`src/dram_cfg_map.svh`:
```
// Constants for the mode configuration link: encodings, fields and timings
//
// Contract
// - AUTO_SELFREFRESH_ENABLE off: refresh rate from range bit
// - AUTO_SELFREFRESH_ENABLE on: thermal sensor sets rate
// - Range bit: 0 normal, 1 extended
// - Write termination taken from MR2 A10:A9
// - Write leveling: nominal termination only
// - MR3 written with BA 011, command MRS
// - MR3 reserved BA2, A3-A12 driven zero
// - Pattern location ignored when A2 zero
// - Pattern enable needs precharged idle, tRP
// - Pattern mode reads return calibration pattern
// - Pattern mode: reads or MRS only
// - NOP leaves ongoing work untouched
// - Deselect executes nothing new
// - MR1 A0 one disables DLL until cleared
// - DLL off: CL 6, CWL 6
// - DLL off: strobe at AL+CL-1
// - DLL off: only refresh interval binds
// - DLL off sequence order and waits
// - After exit hold CKE high, ODT low
// - DLL on: A0 zero, tMRD, DLL reset
// - Hold CKE, ODT until tDLLK passes
// - Long calibration adds tZQoper wait
// - DLL reset bit clears itself
`ifndef DRAM_CFG_MAP_SVH
`define DRAM_CFG_MAP_SVH
`define CMD_MRS      3'h0
`define CMD_REF      3'h1
`define CMD_PRE      3'h2
`define CMD_ACT      3'h3
`define CMD_WR       3'h4
`define CMD_RD       3'h5
`define CMD_NOP      3'h7
`define MR_SEL_0     2'h0
`define MR_SEL_1     2'h1
`define MR_SEL_2     2'h2
`define MR_SEL_3     2'h3
`define MR0_DLL_RST  8
`define MR1_DLL_OFF  0
`define MR1_WLEVEL   7
`define MR2_CWL_LO   3
`define MR2_ASR      6
`define MR2_SRT      7
`define MR2_RTTWR_LO 9
`define MR3_PAT_EN   2
`define CL_DLL_OFF   4'h6
`define CWL_DLL_OFF  4'h6
`define MR0_CL_LO    4
`define CLK_PERIOD_PS 4000
`define T_MOD_PS     15000
`define T_MRD_PS     16000
`define T_RP_PS      13750
`define T_DLLK_CK    512
`define T_ZQOPER_CK  256
`define T_XS_PS      170000
`define CYC(ps) (((ps) + `CLK_PERIOD_PS - 1) / `CLK_PERIOD_PS)
`endif

```
`src/dram_cfg_pkg.sv`:
```
// Types for the mode configuration link: refresh rates for the device end, states for the controller end
package dram_cfg_pkg;
  typedef enum logic [1:0] {
    SR_NORMAL   = 2'h0,
    SR_EXTENDED = 2'h1,
    SR_SENSOR   = 2'h2
  } sr_rate_t;
  typedef enum logic [3:0] {
    CS_IDLE     = 4'h0,
    CS_CMD      = 4'h1,
    CS_WAIT     = 4'h2,
    CS_OFF_MR1  = 4'h3,
    CS_OFF_SRE  = 4'h4,
    CS_OFF_SRX  = 4'h5,
    CS_OFF_MR   = 4'h6,
    CS_ON_SRE   = 4'h7,
    CS_ON_SRX   = 4'h8,
    CS_ON_MR1   = 4'h9,
    CS_ON_RST   = 4'ha,
    CS_ON_MR    = 4'hb,
    CS_LOCK     = 4'hc
  } ctl_state_t;
endpackage

```
`src/dram_cmd_if.sv`:
```
// Command link between the controller end and the device end
`timescale 1ns/10ps
`default_nettype none
interface dram_cmd_if;
  logic        cs_n;
  logic        ras_n;
  logic        cas_n;
  logic        we_n;
  logic [2:0]  ba;
  logic [12:0] addr;
  logic        cke;
  logic        odt;
  logic        rd_valid;
  logic [7:0]  rd_data;
  modport ctl (output cs_n, ras_n, cas_n, we_n, ba, addr, cke, odt,
               input rd_valid, rd_data);
  modport dev (input cs_n, ras_n, cas_n, we_n, ba, addr, cke, odt,
               output rd_valid, rd_data);
endinterface
`default_nettype wire

```
`src/dram_cfg_controller.sv`:
```
// Controller end: command issue, pattern guard, DLL switching sequences
`timescale 1ns/10ps
`default_nettype none
`include "dram_cfg_map.svh"
module dram_cfg_controller (
  input  wire logic         sys_clk,
  input  wire logic         reset_n,
  input  wire logic         clk_en,
  dram_cmd_if.ctl           link,
  input  wire logic         req_valid,
  input  wire logic [2:0]   req_cmd,
  input  wire logic [2:0]   req_ba,
  input  wire logic [12:0]  req_addr,
  input  wire logic         dll_off_req,
  input  wire logic         dll_on_req,
  input  wire logic         zq_long,
  output logic              req_ready,
  output logic              req_refused,
  output logic              busy
);
  // Waits round up to whole clocks so no timing is cut short
  localparam int MOD_CYC  = `CYC(`T_MOD_PS);
  localparam int MRD_CYC  = `CYC(`T_MRD_PS);
  localparam int RP_CYC   = `CYC(`T_RP_PS);
  localparam int XS_CYC   = `CYC(`T_XS_PS);
  localparam int DLLK_CYC = `T_DLLK_CK + `T_ZQOPER_CK;

  dram_cfg_pkg::ctl_state_t state, next_state;
  // One down-counter times every gap; ten bits hold the longest lock wait
  logic [9:0]  wait_cnt;
  logic        pat_active;
  logic        term_on;
  // A long calibration is remembered until the next DLL-on lock wait
  logic        zq_pend;

  wire is_mr3  = req_cmd == `CMD_MRS && req_ba[1:0] == `MR_SEL_3;
  // Pattern mode lets through reads and the MRS that may leave it
  wire blocked = pat_active & ~(req_cmd == `CMD_RD || is_mr3);
  wire wait_done = wait_cnt == 10'h0;
  wire take = req_valid & req_ready & ~blocked;
  // Reserved MR3 bits forced low whatever the caller sends
  wire [12:0] mr3_addr = {10'h000, req_addr[2:0]};
  wire [12:0] out_addr = is_mr3 ? mr3_addr : req_addr;
  wire [2:0]  out_ba   = is_mr3 ? 3'h3 : req_ba;

  always_comb begin
    next_state = state;
    case (state)
      dram_cfg_pkg::CS_IDLE: begin
        if (dll_off_req)
          next_state = dram_cfg_pkg::CS_OFF_MR1;
        else if (dll_on_req)
          next_state = dram_cfg_pkg::CS_ON_SRE;
        else if (take)
          next_state = dram_cfg_pkg::CS_WAIT;
      end
      dram_cfg_pkg::CS_WAIT:
        if (wait_done) next_state = dram_cfg_pkg::CS_IDLE;
      // Off sequence: MR1 A0, self refresh, exit, latencies
      dram_cfg_pkg::CS_OFF_MR1:
        next_state = dram_cfg_pkg::CS_OFF_SRE;
      dram_cfg_pkg::CS_OFF_SRE:
        if (wait_done) next_state = dram_cfg_pkg::CS_OFF_SRX;
      dram_cfg_pkg::CS_OFF_SRX:
        if (wait_done) next_state = dram_cfg_pkg::CS_OFF_MR;
      dram_cfg_pkg::CS_OFF_MR:
        if (wait_done) next_state = dram_cfg_pkg::CS_CMD;
      // Second latency write of the off sequence
      dram_cfg_pkg::CS_CMD:
        if (wait_done) next_state = dram_cfg_pkg::CS_WAIT;
      // On sequence: self refresh, exit, MR1 A0 clear, DLL reset, lock
      dram_cfg_pkg::CS_ON_SRE:
        if (wait_done) next_state = dram_cfg_pkg::CS_ON_SRX;
      dram_cfg_pkg::CS_ON_SRX:
        if (wait_done) next_state = dram_cfg_pkg::CS_ON_MR1;
      dram_cfg_pkg::CS_ON_MR1:
        if (wait_done) next_state = dram_cfg_pkg::CS_ON_RST;
      dram_cfg_pkg::CS_ON_RST:
        if (wait_done) next_state = dram_cfg_pkg::CS_ON_MR;
      dram_cfg_pkg::CS_ON_MR:
        if (wait_done) next_state = dram_cfg_pkg::CS_LOCK;
      // Lock wait covers tDLLK, plus tZQoper after a long calibration
      dram_cfg_pkg::CS_LOCK:
        if (wait_done) next_state = dram_cfg_pkg::CS_IDLE;
      default: next_state = dram_cfg_pkg::CS_IDLE;
    endcase
  end

  task automatic drive(input logic [3:0] c, input logic [2:0] b,
                       input logic [12:0] a);
    {link.cs_n, link.ras_n, link.cas_n, link.we_n} <= c;
    link.ba   <= b;
    link.addr <= a;
  endtask

  always_ff @(posedge sys_clk or negedge reset_n) begin
    if (!reset_n) begin
      state       <= dram_cfg_pkg::CS_IDLE;
      wait_cnt    <= 10'h0;
      pat_active  <= 1'b0;
      term_on     <= 1'b0;
      zq_pend     <= 1'b0;
      link.cs_n   <= 1'b1;
      link.ras_n  <= 1'b1;
      link.cas_n  <= 1'b1;
      link.we_n   <= 1'b1;
      link.ba     <= 3'h0;
      link.addr   <= 13'h0;
      link.cke    <= 1'b1;
      link.odt    <= 1'b0;
      req_ready   <= 1'b0;
      req_refused <= 1'b0;
      busy        <= 1'b0;
    end else if (clk_en) begin
      state       <= next_state;
      req_ready   <= next_state == dram_cfg_pkg::CS_IDLE;
      busy        <= next_state != dram_cfg_pkg::CS_IDLE;
      req_refused <= req_valid & req_ready & blocked;
      zq_pend     <= zq_long ? 1'b1 : zq_pend;
      if (wait_cnt != 10'h0)
        wait_cnt <= wait_cnt - 10'h1;
      drive(4'hf, 3'h0, 13'h0);
      // ODT held low through every sequence; only idle writes may raise it
      link.odt <= 1'b0;
      case (state)
        dram_cfg_pkg::CS_IDLE: begin
          if (dll_off_req) begin
            term_on <= 1'b0;
          end else if (!dll_on_req && take) begin
            drive({1'b0, req_cmd}, out_ba, out_addr);
            link.odt <= term_on & (req_cmd == `CMD_WR);
            // Write strobe only when MR2 asked for dynamic termination
            if (req_cmd == `CMD_MRS && req_ba[1:0] == `MR_SEL_2)
              term_on <= |req_addr[`MR2_RTTWR_LO+1:`MR2_RTTWR_LO];
            if (is_mr3) begin
              pat_active <= req_addr[`MR3_PAT_EN];
              wait_cnt   <= 10'(RP_CYC > MOD_CYC ? RP_CYC : MOD_CYC);
            end else begin
              wait_cnt <= 10'(MOD_CYC);
            end
          end
        end
        dram_cfg_pkg::CS_OFF_MR1: begin
          // MR1 A0 set: the device runs without its DLL from here on
          drive({1'b0, `CMD_MRS}, {1'b0, `MR_SEL_1}, 13'h0001);
          wait_cnt <= 10'(MOD_CYC);
        end
        dram_cfg_pkg::CS_OFF_SRE, dram_cfg_pkg::CS_ON_SRE:
          if (wait_done) begin
            // Self refresh keeps the rows alive while the clock is slowed
            drive({1'b0, `CMD_REF}, 3'h0, 13'h0);
            link.cke <= 1'b0;
            wait_cnt <= 10'(XS_CYC);
          end
        dram_cfg_pkg::CS_OFF_SRX, dram_cfg_pkg::CS_ON_SRX:
          if (wait_done) begin
            link.cke <= 1'b1;
            wait_cnt <= 10'(XS_CYC);
          end
        dram_cfg_pkg::CS_OFF_MR:
          // Latencies are rewritten only once tXS has run out
          if (wait_done) begin
            // CL field 2 gives 6 with the +4 offset
            drive({1'b0, `CMD_MRS}, {1'b0, `MR_SEL_0}, 13'h0020);
            wait_cnt <= 10'(MRD_CYC);
          end
        dram_cfg_pkg::CS_CMD:
          if (wait_done) begin
            // CWL field 1 gives 6
            drive({1'b0, `CMD_MRS}, {1'b0, `MR_SEL_2},
                  13'(1 << `MR2_CWL_LO));
            wait_cnt <= 10'(MOD_CYC);
          end
        dram_cfg_pkg::CS_ON_MR1:
          if (wait_done) begin
            drive({1'b0, `CMD_MRS}, {1'b0, `MR_SEL_1}, 13'h0000);
            wait_cnt <= 10'(MRD_CYC);
          end
        dram_cfg_pkg::CS_ON_RST:
          if (wait_done) begin
            // The device clears the reset bit itself; no second write
            drive({1'b0, `CMD_MRS}, {1'b0, `MR_SEL_0},
                  13'(1 << `MR0_DLL_RST));
            wait_cnt <= 10'(MRD_CYC);
          end
        dram_cfg_pkg::CS_ON_MR:
          if (wait_done) begin
            // Back to the default write latency before the lock wait
            drive({1'b0, `CMD_MRS}, {1'b0, `MR_SEL_2}, 13'h0000);
            wait_cnt <= zq_pend ? 10'(DLLK_CYC)
                                : 10'(`T_DLLK_CK);
            // A request arriving now is kept for the next switch
            zq_pend  <= zq_long;
          end
        default: ;
      endcase
    end
  end
endmodule
`default_nettype wire

```
`src/flat_wrapper.sv`:
```
// flat-port wrapper written by rule: the top's interface ports become plain ports
module dram_cfg_controller_flat 
  (sys_clk, reset_n, clk_en, req_valid, req_cmd, req_ba, req_addr, dll_off_req, dll_on_req, zq_long, req_ready, req_refused, busy, link_cs_n, link_ras_n, link_cas_n, link_we_n, link_ba, link_addr, link_cke, link_odt, link_rd_valid, link_rd_data);
  dram_cmd_if link_i ();
  input  wire logic sys_clk;
  input  wire logic reset_n;
  input  wire logic clk_en;
  input  wire logic req_valid;
  input  wire logic [2:0] req_cmd;
  input  wire logic [2:0] req_ba;
  input  wire logic [12:0] req_addr;
  input  wire logic dll_off_req;
  input  wire logic dll_on_req;
  input  wire logic zq_long;
  output logic req_ready;
  output logic req_refused;
  output logic busy;
  output wire logic [$bits(link_i.cs_n)-1:0] link_cs_n;
  output wire logic [$bits(link_i.ras_n)-1:0] link_ras_n;
  output wire logic [$bits(link_i.cas_n)-1:0] link_cas_n;
  output wire logic [$bits(link_i.we_n)-1:0] link_we_n;
  output wire logic [$bits(link_i.ba)-1:0] link_ba;
  output wire logic [$bits(link_i.addr)-1:0] link_addr;
  output wire logic [$bits(link_i.cke)-1:0] link_cke;
  output wire logic [$bits(link_i.odt)-1:0] link_odt;
  input wire logic [$bits(link_i.rd_valid)-1:0] link_rd_valid;
  input wire logic [$bits(link_i.rd_data)-1:0] link_rd_data;
  assign link_cs_n = link_i.cs_n;
  assign link_ras_n = link_i.ras_n;
  assign link_cas_n = link_i.cas_n;
  assign link_we_n = link_i.we_n;
  assign link_ba = link_i.ba;
  assign link_addr = link_i.addr;
  assign link_cke = link_i.cke;
  assign link_odt = link_i.odt;
  assign link_i.rd_valid = link_rd_valid;
  assign link_i.rd_data = link_rd_data;
  dram_cfg_controller u_core (.sys_clk(sys_clk), .reset_n(reset_n), .clk_en(clk_en), .link(link_i), .req_valid(req_valid), .req_cmd(req_cmd), .req_ba(req_ba), .req_addr(req_addr), .dll_off_req(dll_off_req), .dll_on_req(dll_on_req), .zq_long(zq_long), .req_ready(req_ready), .req_refused(req_refused), .busy(busy));
endmodule
```
`config.mk`:
```
export PLATFORM = sky130hd
export DESIGN_NAME = dram_cfg_controller_flat
export DESIGN_NICKNAME = d
export VERILOG_FILES = /design/src/dram_cfg_pkg.sv /design/src/dram_cmd_if.sv /design/src/dram_cfg_controller.sv /design/src/flat_wrapper.sv
export VERILOG_INCLUDE_DIRS = /design/src /design/src/src
export SDC_FILE = /design/constraint.sdc
export NUM_CORES = 1
export LEC_CHECK = 0
export ABC_AREA = 1
export ABC_CLOCK_PERIOD_IN_PS = 2300
export BUFFER_PORTS_ARGS = -buffer_cell sky130_fd_sc_hd__buf_2
export CAP_MARGIN = 10
export CORE_UTILIZATION = 56
export CTS_BUF_LIST = sky130_fd_sc_hd__clkbuf_2
export CTS_CLUSTER_DIAMETER = 150
export DETAILED_ROUTE_END_ITERATION = 7
export PLACE_DENSITY_LB_ADDON = 0.1
export SYNTH_ARGS = -nofsm -noshare
export SYNTH_HDL_FRONTEND = slang
export SYNTH_SLANG_ARGS = --single-unit
```
`constraint.sdc`:
```
create_clock -name sys_clk -period 2.3 [get_ports sys_clk]
set_input_delay 0.115 -clock sys_clk [delete_from_list [all_inputs] [get_ports sys_clk]]
set_output_delay 0.115 -clock sys_clk [all_outputs]
set_load 0.005 [all_outputs]
```
==> impl_metrics.env, run 1 <==
export IMPL_place_hpwl_mm=4.54
export IMPL_tightest_slew_ns=0.923
export IMPL_cp_start_kind="flip-flop"
export IMPL_syn_num_nets=396
export IMPL_antenna_found_initial=0
export IMPL_die_area_mm2=0.00514
export IMPL_setup_viol_count_final=0
export IMPL_grt_pass1_vias=2386
export IMPL_core_area_mm2=0.00450
export IMPL_insertion_delay_ns=0.43
export IMPL_firstDrtPassIters=4
export IMPL_dr_first_iter_drc_count=201
export IMPL_combPwrFrac_pct=54.3
export IMPL_cpPeakStageDelay_ns=0.44
export IMPL_ys_seq_area_share_pct=38.9
export IMPL_critical_path_class="flip-flop to flip-flop"
export IMPL_tns_ns=0
export IMPL_p_clk_share_pct=11.6
export IMPL_layout_setup_ws_ns=0.288
export IMPL_ant_nets=0
export IMPL_cts_post_setup_buffers_inserted=0
export IMPL_slew_headroom_pct=38.5
export IMPL_grt_util_met3_pct=5.77
export IMPL_synth_flop_cell="dfrtp_1"
export IMPL_r2r_start="u_core.wait_cnt[0]"
export IMPL_power_density_mw_per_mm2=982
export IMPL_yosysUniqueCellTypes=44
export IMPL_fin_crit_ns=2.01
export IMPL_fin_worst_skew_ns=0.0282
export IMPL_synth_area_mm2=0.00272
export IMPL_rows=24
export IMPL_htreeDepth=2
export IMPL_maxSlewViolCount=0
export IMPL_antenna_cells=0
export IMPL_post_cts_resized=0
export IMPL_pre_cts_slack_ns=0.336
export IMPL_synth_edff_count=0
export IMPL_drt_wirelength_per_cell_um=13.4
export IMPL_min_period_over_period_pct=87.5
export IMPL_cts_sinks=42
export IMPL_grt_pass1_wl_mm=10.9
export IMPL_grt_max_degree=43
export IMPL_crit_chain="inv_1, ha_1, nand2_1, nor2_4, nand2_2, buf_4, ha_1, inv_1, nand2_1, a22oi_1"
export IMPL_num_vias=2531
export IMPL_path_clk_slew_ns=0.26
export IMPL_internal_power_mw=1.66
export IMPL_power_leakage_nw=1.77
export IMPL_ys_seq_elements=42
export IMPL_viasPerCell=5.24
export IMPL_portBuffers=50
export IMPL_p_sw_mw=1.56
export IMPL_ys_warn_count=0
export IMPL_cp_slowest_cell="dfrtp_1"
export IMPL_area_growth_pct=20.4
export IMPL_end_kind="flip-flop"
export IMPL_startpoint="u_core.wait_cnt[0]"
export IMPL_routed_wl_mm=6.47
export IMPL_worstPathArrival_ns=2.39
export IMPL_clockBufferDepth=2
export IMPL_final_cell_count_no_fill=483
export IMPL_seqPwrFrac_pct=34.2
export IMPL_place_inst=455
export IMPL_use_met1_pct=37.3
export IMPL_io_pins=60
export IMPL_finalHoldViolCount=0
export IMPL_busiest_layer="met2"
export IMPL_hold_start="req_addr[0]"
export IMPL_cts_made_buffers=5
export IMPL_cp_required_ns=2.68
export IMPL_layout_drive_gt1_share_pct=29.5
export IMPL_ctsHoldBuffers=20
export IMPL_hp_class="input port to flip-flop"
export IMPL_p_total_mw=3.22
export IMPL_root_buffer="clkbuf_2"
export IMPL_die_x_um=71.7
export IMPL_track_usage_pct=27.2
export IMPL_max_freq_mhz=497
export IMPL_cts_tree="done"
export IMPL_num_nets_final=468
export IMPL_finish_utilization_pct=72.7
export IMPL_critPathMaxFanout=9
export IMPL_async_flop_share_pct=100
export IMPL_use_met2_pct=43.4
export IMPL_avgSynthCellArea_um2=7.60
export IMPL_place_congestion=0.906
export IMPL_overflow=0
export IMPL_drv_cap=0
export IMPL_syn_inst=358
export IMPL_drc=0
export IMPL_switching_share_pct=48.4
export IMPL_status="complete, no violations"
export IMPL_irDropWorstVdd_uv=487
export IMPL_die_h_um=71.7
export IMPL_rsz0062_at_grt="no"
export IMPL_initial_core_util_pct=60.4
registers in the layout (all words and copies together), names as in the netlist, 3 cells and up:
signal and cells:
u_core.state 4, u_core.link.addr 13, u_core.wait_cnt 10, u_core.link.ba 3
synth_stat cells (2+ instances only):
master | n | area, um^2
nand2_2 | 10 | 62.6
nor3_2 | 2 | 20.0
nand2_4 | 6 | 67.6
dfrtp_1 | 37 | 926
ha_1 | 3 | 37.5
a21oi_1 | 10 | 50.1
nand4_1 | 3 | 18.8
inv_2 | 11 | 41.3
o21ai_0 | 19 | 95.1
nand3_1 | 32 | 160
o31ai_1 | 2 | 15.0
nor2_1 | 25 | 93.8
nor2_4 | 9 | 101
a22o_1 | 2 | 17.5
xor2_1 | 3 | 26.3
nor2_2 | 9 | 56.3
nor3_1 | 4 | 20.0
nand3b_1 | 2 | 15.0
a22oi_1 | 3 | 22.5
nand3_2 | 2 | 20.0
clkbuf_1 | 6 | 22.5
a31oi_1 | 4 | 25.0
inv_1 | 29 | 109
o21ai_1 | 8 | 40.0
dfstp_2 | 5 | 131
nand2_1 | 94 | 353
logic make-up after synthesis:
logic type / share of synthesized area [%]
xor gates and xnor gates: 1.29
DFF: 38.9
and+or+nand+nor: 37.9
adders and majority gates: 1.38
buffers and inverters: 7.77
AOI/OAI and AO/OA: 12.7
per-stage QoR:
stage               hold slack (ns)  area, um^2
finish                       0.0398        3270
global route                 0.0209        3270
CTS                          0.0123        3270
detailed placement            0.316        3020
global placement              0.309        3020
floorplan                    -0.181        2720
area by class of cell:
cell class | count | area, um^2
multi-input combinational | 264 | 1450
timing repair buffer | 75 | 488
sequential | 42 | 1060
tap | 52 | 65.1
clock buffer | 5 | 25.0
clock inverter | 3 | 26.3
inverter | 42 | 161
fill | 365 | 1230
worst paths after layout:
check                                      end  slack [ns]  cells after the start
max                         u_core.wait_cnt[0]        0.29                     10
min                        u_core.link.addr[0]        0.04                      4
max reg2reg                 u_core.wait_cnt[0]        0.29                     10
min reg2reg                  u_core.link.ba[1]        0.51                      2
max in group asynchronous      u_core.state[1]        1.41                      2
min in group asynchronous   u_core.wait_cnt[8]        0.31                      2
metal layers:
| layer | part of all wire (%) | up-vias |
|---|---|---|
| met5 | 0 | - |
| met4 | 1.3 | 0 |
| met3 | 4.1 | 9 |
| met2 | 47 | 61 |
| met1 | 48 | 1164 |
| li1 | - | 1297 |
power by group through the flow:
stage	clock (mW)	combinational (mW)	sequential (mW)
floorplan	0	1.39	1.06
global placement	0	1.68	1.10
detailed placement	0	1.71	1.11
CTS	0.384	1.74	1.09
global route	0.405	1.96	1.12
finish	0.372	1.75	1.10
worst max-delay path: cells and delay by family (launching register included):
kind | cells | cell delay, ns
AND/OR/NAND/NOR | 4 | 0.50
adder cells (fa/ha/maj) | 2 | 0.48
flip-flops | 1 | 0.44
AO/OA/AOI/OAI | 1 | 0.16
buffers and inverters | 3 | 0.39
placed cells by master (no fill, tap or decap), types with 2 or more instances in the layout:
cell / n
buf_2: 50
buf_4: 5
o21ai_0: 19
nand2_1: 94
a22oi_1: 3
nand3_2: 2
nor3_2: 2
dlygate4sd3_1: 20
dfrtp_1: 37
nor3_1: 4
a31oi_1: 4
inv_6: 3
inv_1: 29
a21oi_1: 10
xor2_1: 3
nor2_2: 9
clkbuf_2: 5
nand4_1: 3
nand3_1: 32
a22o_1: 2
nor2_1: 25
dfstp_2: 5
ha_1: 3
nand2_2: 10
nand3b_1: 2
nand2_4: 6
o31ai_1: 2
o21ai_1: 8
inv_2: 11
nor2_4: 9
(Power assumes the default switching activity.)
==> run 2, diff against run 1 <==
- CORE_ASPECT_RATIO: unset -> 0.9
==> run 2 against run 1 <==
  * Routed wire length increased by 11%
  * Clock-buffer cell count unchanged
  * Highest routed layer unchanged
  * Die area about the same
  * Critical path type unchanged
  * Worst setup slack got worse by 0.022 ns
  * Largest power group unchanged
  * Register-to-register slack got worse by 0.02 ns
  * Final area increased by 1.5%
  * Largest cell class unchanged
  * Final cell count increased by 2.5%
==> impl_metrics.env, run 2 (synthesis results as in run 1) <==
export IMPL_status="complete, no violations"
export IMPL_fin_worst_skew_ns=0.0265
export IMPL_place_congestion=0.915
export IMPL_grt_pass1_wl_mm=11.8
export IMPL_power_density_mw_per_mm2=1010
export IMPL_fill_cells=376
export IMPL_hp_class="input port to flip-flop"
export IMPL_end_kind="flip-flop"
export IMPL_drv_cap=0
export IMPL_startpoint="u_core.wait_cnt[0]"
export IMPL_path_clk_slew_ns=0.23
export IMPL_clockBufferDepth=2
export IMPL_slew_headroom_pct=35.8
export IMPL_crit_buf_inv=2
export IMPL_layout_drive_gt1_share_pct=29.8
export IMPL_cts_tree="done"
export IMPL_finish_utilization_pct=73.1
export IMPL_antenna_found_initial=0
export IMPL_overflow=0
export IMPL_firstDrtPassIters=5
export IMPL_setup_viol_count_final=0
export IMPL_track_usage_pct=31.2
export IMPL_rows=23
export IMPL_use_met1_pct=42.8
export IMPL_crit_end="u_core.busy"
export IMPL_crit_family="simple AND/OR/NAND/NOR gates"
export IMPL_cp_slowest_cell="dfrtp_1"
export IMPL_crit_chain="inv_1, ha_1, nand2_1, nor2_4, nand2_4, buf_4, nand3_1, nand3_1, nor2_1, nand2_2, nor2_2, nor2_2"
export IMPL_drt_wirelength_per_cell_um=14.5
export IMPL_maxSlewViolCount=0
export IMPL_drc=0
export IMPL_io_pins=60
export IMPL_rsz0062_at_grt="no"
export IMPL_largest_register="u_core.link.addr"
export IMPL_cp_num_cells=12
export IMPL_portBuffers=50
export IMPL_finalHoldViolCount=0
export IMPL_root_buffer="clkbuf_2"
export IMPL_worst_r2r_setup_slack_ns=0.27
export IMPL_most_common_layout_cells="nand2_1, buf_2, dfrtp_1"
export IMPL_largest_register_ffs=13
export IMPL_cpPeakStageDelay_ns=0.43
export IMPL_die_area_mm2=0.00514
export IMPL_place_inst=467
export IMPL_antenna_cells=0
export IMPL_dr_first_iter_drc_count=229
export IMPL_tns_ns=0
export IMPL_grt_pass1_vias=2543
export IMPL_pre_cts_slack_ns=0.214
export IMPL_die_h_um=68.1
export IMPL_fin_crit_ns=2.03
export IMPL_worstPathArrival_ns=2.39
export IMPL_max_freq_mhz=491
export IMPL_cp_required_ns=2.65
export IMPL_layout_setup_ws_ns=0.265
export IMPL_cts_sinks=42
export IMPL_cp_start_kind="flip-flop"
export IMPL_initial_core_util_pct=59.8
export IMPL_r2r_start="u_core.wait_cnt[0]"
export IMPL_min_period_over_period_pct=88.5
export IMPL_htreeDepth=2
export IMPL_routed_wl_mm=7.20
export IMPL_use_met2_pct=50.8
export IMPL_p_total_mw=3.35
export IMPL_tightest_slew_ns=0.963
export IMPL_die_x_um=75.5
export IMPL_power_leakage_nw=1.80
export IMPL_layout_commonest_cell="nand2_1"
export IMPL_ant_nets=0
export IMPL_insertion_delay_ns=0.44
export IMPL_core_area_mm2=0.00455
export IMPL_num_vias=2659
export IMPL_busiest_layer="met2"
export IMPL_top_regs="u_core.link.addr x13, u_core.wait_cnt x10, u_core.state x4"
export IMPL_grt_max_degree=43
export IMPL_place_hpwl_mm=4.99
export IMPL_viasPerCell=5.37
export IMPL_critical_path_class="flip-flop to flip-flop"
export IMPL_ff2ff_path_depth=12
export IMPL_irDropWorstVdd_uv=500
export IMPL_critPathMaxFanout=12
export IMPL_cts_made_buffers=5
export IMPL_final_cell_count_no_fill=495
export IMPL_r2r_end="u_core.busy"
export IMPL_num_nets_final=470
export IMPL_grt_util_met3_pct=5.74
export IMPL_area_growth_pct=22.2
run 2: worst min path at each step:
stage | startpoint | to | slack [ns] | depth (start not counted)
after floorplan | reset_n | u_core.busy | -0.18 | 0
after global placement | reset_n | u_core.state[0] | 0.31 | 1
after detailed placement | reset_n | u_core.state[0] | 0.32 | 1
after CTS | dll_off_req | u_core.term_on | 0.02 | 4
after global routing | dll_off_req | u_core.term_on | 0.03 | 4
final | dll_off_req | u_core.term_on | 0.04 | 4
run 2: tightest hold or removal path: stages:
cell	delay, ns
buf_2	0.10
inv_1	0.07
o21ai_0	0.06
o21ai_0	0.10
run 2: per-layer routing:
metal / share of wire [%] / up-vias / wire length, um
met5: 0 / - / 0
met4: 0.78 / 0 / 56
met3: 6.2 / 6 / 446
met2: 48 / 127 / 3430
met1: 45 / 1217 / 3270
li1: - / 1309 / -
run 2: area by class of cell:
type,count,area (um^2),area share (%)
multi-input combinational,264,1460,43.8
sequential,42,1060,31.8
timing repair buffer,77,503,15.1
inverter,42,161,4.86
tap,62,77.6,2.33
clock inverter,3,43.8,1.32
clock buffer,5,25.0,0.753
run 2: power breakdown:
| part | total, mW | switching [mW] | leakage (nW) | internal [mW] |
|---|---|---|---|---|
| logic | 1.80 | 1.14 | 1.21 | 0.656 |
| registers | 1.09 | 0.166 | 0.541 | 0.926 |
| clock network | 0.462 | 0.276 | 0.0433 | 0.186 |
| total | 3.35 | 1.58 | 1.80 | 1.77 |
run 2: repair_timing:
action                                  CTS  global route
hold buffers                             20             0
endpoints found under the hold margin    57             0
endpoints found under the setup margin    0             1
buffers inserted                          0             0
gates resized for setup                   0             1
run 2: through the flow:
step	hold slack [ns]	area (um^2)
finish	0.0372	3320
global route	0.0294	3320
CTS	0.0214	3320
detailed placement	0.320	3050
global placement	0.312	3050
floorplan	-0.181	2720
